[src/alz_pkg.sv]
// Constants and types shared by the ambient light zone engine files.
package alz_pkg;
  localparam int unsigned CLK_HZ = 25000000;
  localparam int unsigned SAMPLE_RATE_HZ = 16000;
  localparam int unsigned SAMPLE_CYCLES = CLK_HZ / SAMPLE_RATE_HZ;
  localparam int unsigned SAMPLE_CNT_W = $clog2(SAMPLE_CYCLES);
  localparam int unsigned RAMP_STEP_US = 1000;
  localparam int unsigned RAMP_STEP_CYCLES = (CLK_HZ / 1000000) * RAMP_STEP_US;

  localparam int unsigned LEVEL_W = 8;
  localparam int unsigned BRIGHT_W = 7;
  localparam int unsigned ZONE_W = 3;
  localparam int unsigned NUM_BOUND = 4;
  localparam int unsigned NUM_ZONE = 5;
  localparam int unsigned AVG_SEL_W = 3;
  localparam int unsigned AVG_BASE_SHIFT = 9;
  localparam int unsigned AVG_MAX_SHIFT = AVG_BASE_SHIFT + 7;
  localparam int unsigned ACC_W = LEVEL_W + AVG_MAX_SHIFT;
  localparam int unsigned LOAD_W = 5;

  localparam logic [7:0] ADDR_GPO_CTRL = 8'h52;
  localparam logic [7:0] ADDR_CONFIG = 8'h60;
  localparam logic [7:0] ADDR_LOAD_RES = 8'h61;
  localparam logic [7:0] ADDR_BOUND0 = 8'h62;
  localparam logic [7:0] ADDR_TARGET0 = 8'h66;
  localparam logic [7:0] ADDR_TRIP = 8'h6b;
  localparam logic [7:0] ADDR_DESCENT = 8'h6c;
  localparam logic [7:0] ADDR_STATUS = 8'h6d;
  localparam logic [7:0] ADDR_LEVEL = 8'h6e;

  localparam int unsigned GPO_ONE_BIT = 0;
  localparam int unsigned GPO_TWO_BIT = 1;
  localparam int unsigned CFG_ENABLE_BIT = 0;
  localparam int unsigned CFG_AUTOGAIN_BIT = 1;
  localparam int unsigned CFG_AVG_LSB = 2;
  localparam int unsigned STAT_LOW_GAIN_BIT = 3;
  localparam int unsigned STAT_IRQ_BIT = 4;
  localparam int unsigned STAT_RAMP_BIT = 5;

  localparam logic [7:0] RST_GPO = 8'h00;
  localparam logic [7:0] RST_CONFIG = 8'h00;
  localparam logic [4:0] RST_LOAD_RES = 5'h00;
  localparam logic [7:0] RST_BOUND = 8'h00;
  localparam logic [6:0] RST_TARGET = 7'h00;
  localparam logic [7:0] RST_TRIP = 8'h00;
  localparam logic [7:0] RST_DESCENT = 8'h00;

  localparam logic [2:0] ZONE_GAIN_UP = 3'h3;
  localparam logic [2:0] ZONE_LOW_FLOOR = 3'h2;
  localparam logic [2:0] ZONE_TOP = 3'h4;

  typedef enum logic [1:0] {
    ALZ_GAIN_HIGH = 2'h1,
    ALZ_GAIN_LOW = 2'h2
  } alz_gain_e;
endpackage

[src/alz_ramp_if.sv]
// Link between the zone engine and its brightness ramp.
`timescale 1ns/1ps
`default_nettype none
interface alz_ramp_if;
  import alz_pkg::*;
  logic [BRIGHT_W-1:0] target;
  logic step;
  logic [BRIGHT_W-1:0] level;
  logic busy;
  modport engine (output target, output step, input level, input busy);
  modport ramp (input target, input step, output level, output busy);
endinterface
`default_nettype wire

[src/alz_ramp.sv]
// Brightness ramp that moves the LED level one code per step toward its target.
`timescale 1ns/1ps
`default_nettype none
module alz_ramp
  import alz_pkg::*;
(
  input wire logic clock,
  input wire logic arst_n,
  input wire logic clk_en,
  alz_ramp_if.ramp rp
);
  typedef struct packed {
    logic [BRIGHT_W-1:0] level;
    logic busy;
  } alz_ramp_s;

  alz_ramp_s s_q;
  alz_ramp_s s_d;

  always_comb
  begin
    s_d = s_q;
    if (rp.step)
    begin
      if (s_q.level < rp.target)
      begin
        s_d.level = s_q.level + BRIGHT_W'(1);
      end
      else if (s_q.level > rp.target)
      begin
        s_d.level = s_q.level - BRIGHT_W'(1);
      end
    end
    s_d.busy = (s_d.level != rp.target);
  end

  always_ff @(posedge clock or negedge arst_n)
  begin
    if (!arst_n)
    begin
      s_q <= '0;
    end
    else if (clk_en)
    begin
      s_q <= s_d;
    end
  end

  assign rp.level = s_q.level;
  assign rp.busy = s_q.busy;
endmodule
`default_nettype wire

[src/alz_engine.sv]
// Ambient light zone engine: sampling, averaging, zone discrimination, auto-gain.
//
// Operation
// RQ1: Four programmable light boundaries split the level into zones zero to four.
// RQ2: The processed level is compared against each 8-bit boundary.
// RQ3: On a zone change the LED level ramps stepwise to that zone's 7-bit target.
// RQ4: The converter is started at a fixed rate of sixteen thousand per second.
// RQ5: Samples average over one of eight periods; each period end feeds the discriminator.
// RQ6: The discriminator filters transients; steady changes act within two periods; the code can take up to three periods, four across a gain restore.
// RQ7: A zone change pulls the open-drain interrupt pin low.
// RQ8: A 5-bit load select picks the sense resistor; zero leaves the input open.
// RQ9: Without auto-gain both general outputs follow their own control bits.
// RQ10: Auto-gain shows low gain as one low, two high; high gain the reverse.
// RQ11: In high gain a move from zone two to three selects low gain.
// RQ12: In low gain a level below the restore trip returns to high gain.
// RQ13: In low gain the three-to-two descent uses its own boundary register.
// RQ14: Enabling auto-gain starts the sensor in high gain.
// RQ15: With auto-gain, zone zero and zone four never follow each other directly; the code can pass from zone four to zero after a gain restore.
// RQ16: The zone is the count of boundaries that the level exceeds.
`timescale 1ns/1ps
`default_nettype none
module alz_engine
  import alz_pkg::*;
#(
  parameter int unsigned RAMP_CYCLES = RAMP_STEP_CYCLES
)
(
  input wire logic clock,
  input wire logic arst_n,
  input wire logic clk_en,
  input wire logic reg_wr,
  input wire logic reg_rd,
  input wire logic [7:0] reg_addr,
  input wire logic [7:0] reg_wdata,
  output logic [7:0] reg_rdata,
  output logic adc_start,
  input wire logic adc_valid,
  input wire logic [LEVEL_W-1:0] adc_data,
  output logic [LOAD_W-1:0] load_select,
  output logic load_open,
  output logic general_output_one,
  output logic general_output_two,
  output logic irq_n_out,
  output logic irq_n_oe,
  output logic [BRIGHT_W-1:0] led_level
);
  localparam int unsigned RAMP_CNT_W = $clog2(RAMP_CYCLES + 1);

  typedef struct packed {
    logic [7:0] gpo_ctrl;
    logic [7:0] config_reg;
    logic [LOAD_W-1:0] load_res;
    logic [NUM_BOUND-1:0][LEVEL_W-1:0] bound;
    logic [NUM_ZONE-1:0][BRIGHT_W-1:0] target;
    logic [LEVEL_W-1:0] gain_restore_trip;
    logic [LEVEL_W-1:0] low_gain_descent_boundary;
    logic [SAMPLE_CNT_W-1:0] sample_cnt;
    logic [ACC_W-1:0] acc;
    logic [AVG_MAX_SHIFT-1:0] avg_cnt;
    logic [LEVEL_W-1:0] level;
    logic [ZONE_W-1:0] cand;
    logic [ZONE_W-1:0] zone;
    alz_gain_e gain;
    logic autogain_prev;
    logic irq_pending;
    logic [RAMP_CNT_W-1:0] ramp_cnt;
    logic ramp_step;
    logic adc_start;
    logic [7:0] rdata;
    logic out_one;
    logic out_two;
    logic load_open;
  } alz_state_s;

  alz_state_s s_q;
  alz_state_s s_d;

  alz_ramp_if rif ();

  // RQ16: count exceeded boundaries
  function automatic logic [ZONE_W-1:0] zone_count(
    input logic [LEVEL_W-1:0] lvl,
    input logic [NUM_BOUND-1:0][LEVEL_W-1:0] bnd
  );
    logic [ZONE_W-1:0] z;
    z = '0;
    for (int i = 0; i < NUM_BOUND; i++)
    begin
      if (lvl > bnd[i])
      begin
        z = z + ZONE_W'(1);
      end
    end
    return z;
  endfunction

  function automatic logic [AVG_MAX_SHIFT-1:0] avg_last(input logic [AVG_SEL_W-1:0] sel);
    logic [AVG_MAX_SHIFT:0] one_hot;
    one_hot = (AVG_MAX_SHIFT + 1)'(1) << (AVG_BASE_SHIFT + 32'(sel));
    return AVG_MAX_SHIFT'(one_hot - (AVG_MAX_SHIFT + 1)'(1));
  endfunction

  logic enabled;
  logic autogain;
  logic [AVG_SEL_W-1:0] avg_sel;
  assign enabled = s_q.config_reg[CFG_ENABLE_BIT];
  assign autogain = s_q.config_reg[CFG_AUTOGAIN_BIT];
  assign avg_sel = s_q.config_reg[CFG_AVG_LSB +: AVG_SEL_W];

  always_comb
  begin
    logic [ACC_W-1:0] acc_sum;
    logic [LEVEL_W-1:0] avg;
    logic [ZONE_W-1:0] raw;
    logic judge;
    acc_sum = '0;
    avg = '0;
    raw = '0;
    judge = 1'b0;
    s_d = s_q;
    s_d.adc_start = 1'b0;
    s_d.ramp_step = 1'b0;

    // RQ9: software control writes
    if (reg_wr)
    begin
      if (reg_addr == ADDR_GPO_CTRL)
      begin
        s_d.gpo_ctrl = reg_wdata;
      end
      if (reg_addr == ADDR_CONFIG)
      begin
        s_d.config_reg = reg_wdata;
      end
      // RQ8: load resistor select
      if (reg_addr == ADDR_LOAD_RES)
      begin
        s_d.load_res = reg_wdata[LOAD_W-1:0];
      end
      // RQ1: boundary registers
      for (int i = 0; i < NUM_BOUND; i++)
      begin
        if (reg_addr == ADDR_BOUND0 + 8'(i))
        begin
          s_d.bound[i] = reg_wdata;
        end
      end
      for (int i = 0; i < NUM_ZONE; i++)
      begin
        if (reg_addr == ADDR_TARGET0 + 8'(i))
        begin
          s_d.target[i] = reg_wdata[BRIGHT_W-1:0];
        end
      end
      if (reg_addr == ADDR_TRIP)
      begin
        s_d.gain_restore_trip = reg_wdata;
      end
      if (reg_addr == ADDR_DESCENT)
      begin
        s_d.low_gain_descent_boundary = reg_wdata;
      end
    end

    s_d.rdata = 8'h00;
    if (reg_rd)
    begin
      case (reg_addr)
        ADDR_GPO_CTRL: s_d.rdata = s_q.gpo_ctrl;
        ADDR_CONFIG: s_d.rdata = s_q.config_reg;
        ADDR_LOAD_RES: s_d.rdata = 8'(s_q.load_res);
        ADDR_TRIP: s_d.rdata = s_q.gain_restore_trip;
        ADDR_DESCENT: s_d.rdata = s_q.low_gain_descent_boundary;
        ADDR_LEVEL: s_d.rdata = s_q.level;
        ADDR_STATUS:
        begin
          s_d.rdata = 8'(s_q.zone);
          s_d.rdata[STAT_LOW_GAIN_BIT] = (s_q.gain == ALZ_GAIN_LOW);
          s_d.rdata[STAT_IRQ_BIT] = s_q.irq_pending;
          s_d.rdata[STAT_RAMP_BIT] = rif.busy;
          // Reading the status releases the interrupt; a new event below still wins.
          s_d.irq_pending = 1'b0;
        end
        default:
        begin
          for (int i = 0; i < NUM_BOUND; i++)
          begin
            if (reg_addr == ADDR_BOUND0 + 8'(i))
            begin
              s_d.rdata = s_q.bound[i];
            end
          end
          for (int i = 0; i < NUM_ZONE; i++)
          begin
            if (reg_addr == ADDR_TARGET0 + 8'(i))
            begin
              s_d.rdata = 8'(s_q.target[i]);
            end
          end
        end
      endcase
    end

    // RQ4: converter start rate
    if (s_q.sample_cnt == SAMPLE_CNT_W'(SAMPLE_CYCLES - 1))
    begin
      s_d.sample_cnt = '0;
      s_d.adc_start = enabled;
    end
    else
    begin
      s_d.sample_cnt = s_q.sample_cnt + SAMPLE_CNT_W'(1);
    end

    // RQ14: high gain on enable
    s_d.autogain_prev = autogain;
    if (!autogain || !s_q.autogain_prev)
    begin
      s_d.gain = ALZ_GAIN_HIGH;
    end

    // RQ5: averaging period
    if (enabled && adc_valid)
    begin
      acc_sum = s_q.acc + ACC_W'(adc_data);
      if (s_q.avg_cnt == avg_last(avg_sel))
      begin
        avg = LEVEL_W'(acc_sum >> (AVG_BASE_SHIFT + 32'(avg_sel)));
        s_d.level = avg;
        s_d.acc = '0;
        s_d.avg_cnt = '0;
        judge = 1'b1;
      end
      else
      begin
        s_d.acc = acc_sum;
        s_d.avg_cnt = s_q.avg_cnt + AVG_MAX_SHIFT'(1);
      end
    end

    if (judge)
    begin
      // RQ2: compare against boundaries
      raw = zone_count(avg, s_q.bound);
      if (autogain && s_q.autogain_prev && s_q.gain == ALZ_GAIN_LOW)
      begin
        // RQ13: low gain descent boundary
        if (avg > s_q.bound[NUM_BOUND-1])
        begin
          raw = ZONE_TOP;
        end
        else if (avg > s_q.low_gain_descent_boundary)
        begin
          raw = ZONE_GAIN_UP;
        end
        else
        begin
          raw = ZONE_LOW_FLOOR;
        end
        // RQ12: restore high gain
        if (avg < s_q.gain_restore_trip)
        begin
          s_d.gain = ALZ_GAIN_HIGH;
          raw = s_q.zone;
        end
      end
      else if (autogain && raw > ZONE_GAIN_UP)
      begin
        // RQ15: cap before gain change
        raw = ZONE_GAIN_UP;
      end

      // RQ6: two agreeing periods
      s_d.cand = raw;
      if (raw == s_q.cand && raw != s_q.zone)
      begin
        s_d.zone = raw;
        // RQ7: flag zone change
        s_d.irq_pending = 1'b1;
        // RQ11: zone three selects low gain
        if (autogain && s_q.autogain_prev && s_q.gain == ALZ_GAIN_HIGH && raw == ZONE_GAIN_UP)
        begin
          s_d.gain = ALZ_GAIN_LOW;
          s_d.cand = raw;
        end
      end
    end

    // RQ3: stepwise ramp pacing
    if (enabled)
    begin
      if (s_q.ramp_cnt == RAMP_CNT_W'(RAMP_CYCLES - 1))
      begin
        s_d.ramp_cnt = '0;
        s_d.ramp_step = 1'b1;
      end
      else
      begin
        s_d.ramp_cnt = s_q.ramp_cnt + RAMP_CNT_W'(1);
      end
    end

    // RQ10: gain shown on outputs
    if (autogain)
    begin
      s_d.out_one = (s_d.gain == ALZ_GAIN_HIGH);
      s_d.out_two = (s_d.gain == ALZ_GAIN_LOW);
    end
    else
    begin
      s_d.out_one = s_d.gpo_ctrl[GPO_ONE_BIT];
      s_d.out_two = s_d.gpo_ctrl[GPO_TWO_BIT];
    end

    // RQ8: code zero leaves input open
    s_d.load_open = (s_d.load_res == '0);
  end

  always_ff @(posedge clock or negedge arst_n)
  begin
    if (!arst_n)
    begin
      s_q <= '0;
      s_q.gpo_ctrl <= RST_GPO;
      s_q.config_reg <= RST_CONFIG;
      s_q.load_res <= RST_LOAD_RES;
      s_q.bound <= {NUM_BOUND{RST_BOUND}};
      s_q.target <= {NUM_ZONE{RST_TARGET}};
      s_q.gain_restore_trip <= RST_TRIP;
      s_q.low_gain_descent_boundary <= RST_DESCENT;
      s_q.gain <= ALZ_GAIN_HIGH;
      s_q.load_open <= 1'b1;
    end
    else if (clk_en)
    begin
      s_q <= s_d;
    end
  end

  // RQ3: ramp toward zone target
  assign rif.target = s_q.target[s_q.zone];
  assign rif.step = s_q.ramp_step;

  alz_ramp u_ramp (
    .clock(clock),
    .arst_n(arst_n),
    .clk_en(clk_en),
    .rp(rif.ramp)
  );

  assign reg_rdata = s_q.rdata;
  assign adc_start = s_q.adc_start;
  assign load_select = s_q.load_res;
  assign load_open = s_q.load_open;
  assign general_output_one = s_q.out_one;
  assign general_output_two = s_q.out_two;
  // The pin only ever sinks; the pull-up supplies the high level.
  assign irq_n_out = 1'b0;
  assign irq_n_oe = s_q.irq_pending;
  assign led_level = rif.level;
endmodule
`default_nettype wire

[config.mk]
export PLATFORM = sky130hd
export DESIGN_NAME = alz_engine
export DESIGN_NICKNAME = d
export VERILOG_FILES = /design/src/alz_pkg.sv /design/src/alz_ramp_if.sv /design/src/alz_ramp.sv /design/src/alz_engine.sv
export SDC_FILE = /design/constraint.sdc
export NUM_CORES = 1
export LEC_CHECK = 0
export ABC_CLOCK_PERIOD_IN_PS = 13700
export BUFFER_PORTS_ARGS = -buffer_cell sky130_fd_sc_hd__buf_4
export CAP_MARGIN = 25
export CORE_ASPECT_RATIO = 0.75
export CORE_MARGIN = 5
export CORE_UTILIZATION = 45
export DETAILED_ROUTE_END_ITERATION = 8
export SYNTH_ARGS = -nofsm -noshare
export SYNTH_HDL_FRONTEND = slang
export SYNTH_SLANG_ARGS = --single-unit
[constraint.sdc]
create_clock -name clock -period 13.7 [get_ports clock]
set_clock_uncertainty 0.05 [all_clocks]
set_input_delay 0.685 -clock clock [delete_from_list [all_inputs] [get_ports clock]]
set_output_delay 0.685 -clock clock [all_outputs]
set_load 0.05 [all_outputs]
Yosys cells after proc, flatten, opt, wreduce, memory -nomap -nowiden --
Index checks and enable logic that the tools add are counted.
Word-level totals: bits in registers 209, latch bits 0, RAM bits 0, ROM bits 0, input port bits 30, output and inout bits 26, memories kept 0
Operators by class: $add $sub $neg 11, $mul 0, divide/modulo/power cells 0, $lt $le $gt $ge 10, equal/unequal tests 27, shift-type cells 2, multiplexer cells 66, bitwise logic cells 0, reductions and logical operators 29
Operators by type and width (number):
- $mux 8 | 19
- $eq 8x7->1 const B | 16
- $mux 98 | 1
- $mux 7 | 9
- $pmux 8 s7 | 1
- $reduce_and 3->1 | 15
- $gt 8x8->1 | 5
- $mux 40 | 1
- $mux 3 | 12
- $add 24x8->24 | 1
- $shr 24x5->8 | 1
- $bmux 7 s3 | 1
- $add 16x1->16 const B | 1
- $eq 16x16->1 | 1
- $mux 2 | 8
- $shl 1x5->16 const A | 1
- $sub 16x1->16 const B | 1
- $add 15x1->15 const B | 1
- $eq 15x15->1 const B | 1
- $mux 15 | 1
- $add 11x1->11 const B | 1
- $eq 11x11->1 const B | 1
- $mux 1 | 11
- $mux 11 | 1
- 21 further kinds | 34

Logic depth before layout (Yosys ltp) --
word-level depth 30, mapped depth 37, depth with buffers taken out 34

Cells and area by module --
A second synthesis with hierarchy kept.
Unflattened totals: cell total of the unflattened synthesis 1522, area, all modules 14121.0 µm²
By module, submodules not included:
- alz_engine | instances 1, cells an instance 1413, area each 13148.9 µm²
- alz_ramp | instances 1, cells an instance 109, area each 972.2 µm²

Worst setup path before layout --
OpenSTA, ideal clock, no wires.
path type register -> register, start point register s_q (netlist bit avg_sel[0]), end point register s_q[34] in the netlist's numbering, setup time 0.125 ns, data arrival time 6.990 ns, required time 13.525 ns, path slack 6.534 ns, stages on the path, launching flop included 37, path buffers 5, period minus slack after synthesis 7.166 ns, cells stage by stage dfrtp_1 -> buf_4 -> and2_1 -> ha_1 -> buf_2 -> buf_2 -> inv_1 -> nand2b_1 -> ha_1 -> buf_2 -> clkbuf_1 -> nand2_1 -> o21ai_0 -> nor3_1 -> xnor2_1 -> a21o_1 -> nor4_1 -> and2_1 -> ha_1 -> nand2_1 -> o21ai_0 -> maj3_1 -> nor2b_1 -> a21oi_1 -> maj3_1 -> o22a_1 -> inv_1 -> ha_1 -> xnor2_1 -> ha_1 -> o21ai_0 -> xor2_1 -> o211a_1 -> a2111oi_0 -> or3_1 -> a211oi_4 -> mux2_4
On the way: word-level cells in the longest chain between the ends 26, elaborated cells between the ends (all ways) 38
Ends and longest elaborated chain:
- start: declaration | line alz_engine.sv:75 | alz_state_s s_q;
- $add 4x3->5 * | line alz_engine.sv:99, alz_engine.sv:228
- $shl 1x5->16 | line alz_engine.sv:99 | one_hot = (AVG_MAX_SHIFT + 1)'(1) << (AVG_BASE_SHIFT + 32'(sel));
- $sub 16x1->16 | line alz_engine.sv:100 | return AVG_MAX_SHIFT'(one_hot - (AVG_MAX_SHIFT + 1)'(1));
- $eq 16x16->1 | line alz_engine.sv:226 | if (s_q.avg_cnt == avg_last(avg_sel))
- $mux 8 | line alz_engine.sv:226
- $mux 8 | line alz_engine.sv:223 | if (enabled && adc_valid)
- $gt 8x8->1 | line alz_engine.sv:89 | if (lvl > bnd[i])
- $mux 1 | line alz_engine.sv:89
- [10 not listed]
- $gt 3x2->1 | line alz_engine.sv:267 | else if (autogain && raw > ZONE_GAIN_UP)
- $logic_and 1x1->1 | line alz_engine.sv:267
- $mux 3 | line alz_engine.sv:267
- $mux 3 | line alz_engine.sv:245 | if (autogain && s_q.autogain_prev && s_q.gain == ALZ_GAIN_LOW)
- $mux 3 | line alz_engine.sv:241 | if (judge)
- $eq 3x3->1 / $ne 3x3->1 (equally long branches) | line alz_engine.sv:275 | if (raw == s_q.cand && raw != s_q.zone)
- $logic_and 1x1->1 | line alz_engine.sv:275
- $reduce_and 3->1 (no line)
Every way passes the cells marked *; elsewhere a longest branch is shown, timed or not. The select of a mux whose other input is x is not followed. A chain may end at the register's enable or synchronous reset.

Worst setup path after layout --
start point register s_q (netlist bit avg_sel[2]), end point register s_q[34] in the netlist's numbering
The elaborated chain is that of the path after synthesis.

==> summary.md <==
| Metric | Value |
|---|---|
| Die X | `approximately 210 microns` |
| Worst hold path class | `primary input to async pin` |
| Critical path's most frequent cell | `ha_1` |
| Via count | `11670` |
| ANT cells | `0` |
| Post-synth EDFFs | `0` |
| Worst-path clk slew | `approximately 0.060 ns` |
| # rows | `55` |
| Hpwl dp | `between 20 and 30 mm` |
| Global-route wire length before repair | `64.89 mm` |
| Average via count per standard cell | `a little over 6` |
| Final setup vio count | `0` |
| Pint | `roughly 1.1 mW` |
| WP data arrival | `a little under 9 ns` |
| Cell area after layout | `between 0.015 and 0.02 sq mm` |
| Xor/xnor cell area share of the yosys netlist | `0.04928` |
| Die height | `161.0 microns` |
| Synth Area in Adders | `0.06044` |
| Initial DRC Count | `about 1300` |
| Setup tns final | `0 ns` |
| Slowest CP cell | `dfrtp_1` |
| Mapped Cells | `between 1000 and 1500` |
| Synth Flop Type | `dfrtp_1` |
| Distinct cells, synth | `97` |
| Startpoint Class | `register` |
| Sequential cell area | `0.005233 sq mm` |
| Fin crit share | `0.6120` |
| CTS Buffer Depth | `3` |
| Worst slew pin tran | `1.029 ns` |
| Area taken by multi-input logic gates | `around 0.008 sq mm` |
| Postcts setup bufs | `0` |
| Synth top area cells | `dfrtp_1, mux2_2, ha_1` |
| Remaining Overflow, GRT | `0` |
| Vias in the first global route | `between 10000 and 15000` |
| Hold-fix buffers, CTS | `0` |
| Syn Nets | `about 1600` |
| FILL cells | `2795` |
| Slew Limit Fails | `0` |
| Data required, critical path | `around 14 ns` |
| Fmax | `about 120 MHz` |
| Synth area leader | `dfrtp_1` |
| Compound-gate portion of the synthesized area | `0.1840` |
| Layout cells sized above 1 | `0.1481` |
| Largest fanout on the critical path | `21` |
| Clock power share | `0.446` |
| DRT Pass-1 Iters | `7` |
| Worst Path Buf+Inv | `2` |
| VDD IR max | `~0.000091 V` |
| Delay-heaviest family, CP | `adder cells` |
| Count leader, synth | `dfrtp_1` |
| ANT nets after route | `0` |
| # nets final | `1589` |
| Pwr dens | `99.18 mW/mm^2` |
| Die area | `0.03403 sq mm` |
| Synth top cells by count | `dfrtp_1, nand2_1, nor2_1` |
| Clock Sinks | `209` |
| Max cap viols | `0` |
| Synth Area per Inst | `between 9 and 10 sq um` |
| Port buffer count | `54` |
| Reg power frac | `0.447` |
| Largest net degree at the start of global routing | `just under 80` |
| Post-CTS Resized | `0` |
| CP peak stage delay | `0.81 ns` |
| RePlAce Congestion | `just under 1` |
| Root Buffer | `clkbuf_16` |
| Initial antenna violation count | `1` |
| Simple-Gate Fraction of Synth Area | `0.1753` |
| Core Area | `0.03007 sq mm` |
| Async SR Flop Fraction | `1.000` |
| Main combinational cell family by area after synthesis | `compound AO/OA/AOI/OAI gates` |
| Relative slew slack | `0.3113` |
| Syn-to-layout area delta | `10.65%` |
| Worst setup EP type | `register` |
| Sw frac | `0.2661` |
| Ys Warns | `0` |
| Clock Latency Late Sink | `between 0.5 and 0.6 ns` |
| Avg WL per Cell | `approximately 22 microns` |
| IO Count | `56` |
| RSZ-0062 raised after global routing | `no` |
| Combinational fraction of design power | `0.107` |
| DR DRC count | `0` |
| Cell Area, Synth | `0.01368 sq mm` |
| Sequential element share of the synthesized area | `0.3824` |
| Multiplexer area fraction after synthesis | `0.09783` |
| Class of the most critical setup path | `register to register` |
| TritonCTS clock tree | `done` |
| Static leakage | `6.946 nW` |
| Switching Power | `between 300 and 400 uW` |
| Initial core utilization | `0.4550` |
| Fin crit period | `around 8.4 ns` |
| Share of the synthesized area in the top cell type | `0.3785` |
| TritonCTS Buffers | `25` |
| Run status | `completed` |
| Htree depth | `1` |
| Hold slack | `roughly 0.023 ns` |
| Area of placed instances | `roughly 0.014 sq mm` |
| Count of final hold-check violations | `0` |
| Number of synthesized register bits | `about 210` |
| Gr usage total | `0.2388` |
| Routed WL | `slightly above 40 mm` |
==> cells in the final DEF (no fill, tap or decap), types with 9 or more instances in the layout <==
cell         n
dfrtp_1    207
nand2_1    163
nor2_1     106
o21ai_0     95
mux2_2      86
inv_1       68
buf_4       66
a21oi_1     64
ha_1        62
xnor2_1     48
nand3_1     43
mux2i_1     31
a22oi_1     31
xor2_1      29
nor3_1      26
clkbuf_16   25
and3_1      24
a21o_1      21
nand4_1     21
and2_1      18
a31oi_1     16
nor2b_1     14
nand2b_1    14
o31ai_1     14
o211ai_1    11
a22o_1      11
nor4_1      10
o21a_1       9
==> power by group through the flow <==
stage	sequential [mW]	combinational, mW	clock (mW)
after floorplan	0.679	0.0998	0
after global placement	0.680	0.157	0
after detailed placement	0.681	0.160	0
after CTS	0.670	0.160	0.684
after global routing	0.674	0.179	0.711
final	0.671	0.161	0.669
==> cells by family after synthesis <==
family,Yosys count
and+or+nand+nor,488
buffers and inverters,159
other,2
xor gates and xnor gates,77
AOI/OAI and AO/OA,366
muxes,120
DFF,209
adders and majority gates,66
==> worst paths after layout <==
path / from / end / slack (ns) / cells past startpoint
min reg2reg: load_open / load_open / 0.44 / 2
max reg2reg: avg_sel[2] / s_q[34] / 5.32 / 31
min in group clock: reg_wdata[7] / s_q[104] / 0.42 / 3
min: arst_n / s_q[63] / 0.02 / 1
max: avg_sel[2] / s_q[34] / 5.32 / 31
max in group asynchronous: arst_n / s_q[114] / 11.59 / 4
==> per-stage QoR <==
| stage | worst slack [ns] | power, mW | utilization | instances |
|---|---|---|---|---|
| 6_report | 5.316 | 1.502 | 0.5035 | 1912 |
| 4_1_cts | 5.408 | 1.514 | 0.5026 | 1911 |
| 2_1_floorplan | 6.534 | 0.7791 | - | 1487 |
| 5_1_grt | 4.672 | 1.565 | 0.5035 | 1912 |
| 3_5_place_dp | 5.442 | 0.8407 | 0.4756 | 1867 |
| 3_3_place_gp | 5.670 | 0.8372 | 0.4749 | 1864 |
==> flip-flops by register name (all words and copies together) (netlist names) <==
name and flops:
general_output_two 1, avg_sel 3, u_ramp.rp.level 7, irq_n_oe 1, u_ramp.rp.busy 1, s_q 177, enabled 1, autogain 1
general_output_one 1, load_open 1, rif.step 1, load_select 5, reg_rdata 8, adc_start 1
==> layer usage <==
| layer | up-vias | part of all wire | track usage |
|---|---|---|---|
| met4 | 2 | 0.025 | 0.06204 |
| li1 | 5409 | - | - |
| met5 | - | 0.00024 | 0 |
| met3 | 84 | 0.091 | 0.05883 |
| met2 | 484 | 0.40 | 0.3258 |
| met1 | 5695 | 0.48 | 0.3744 |
==> layout make-up <==
type,instances,area share
Multi-Input combinational cell,1119,0.5138
Sequential cell,209,0.3456
Clock buffer,37,0.04760
Timing Repair Buffer,70,0.03652
Tap cell,399,0.03297
Inverter,71,0.01760
Clock inverter,7,0.005949
(Power assumes the default switching activity.)
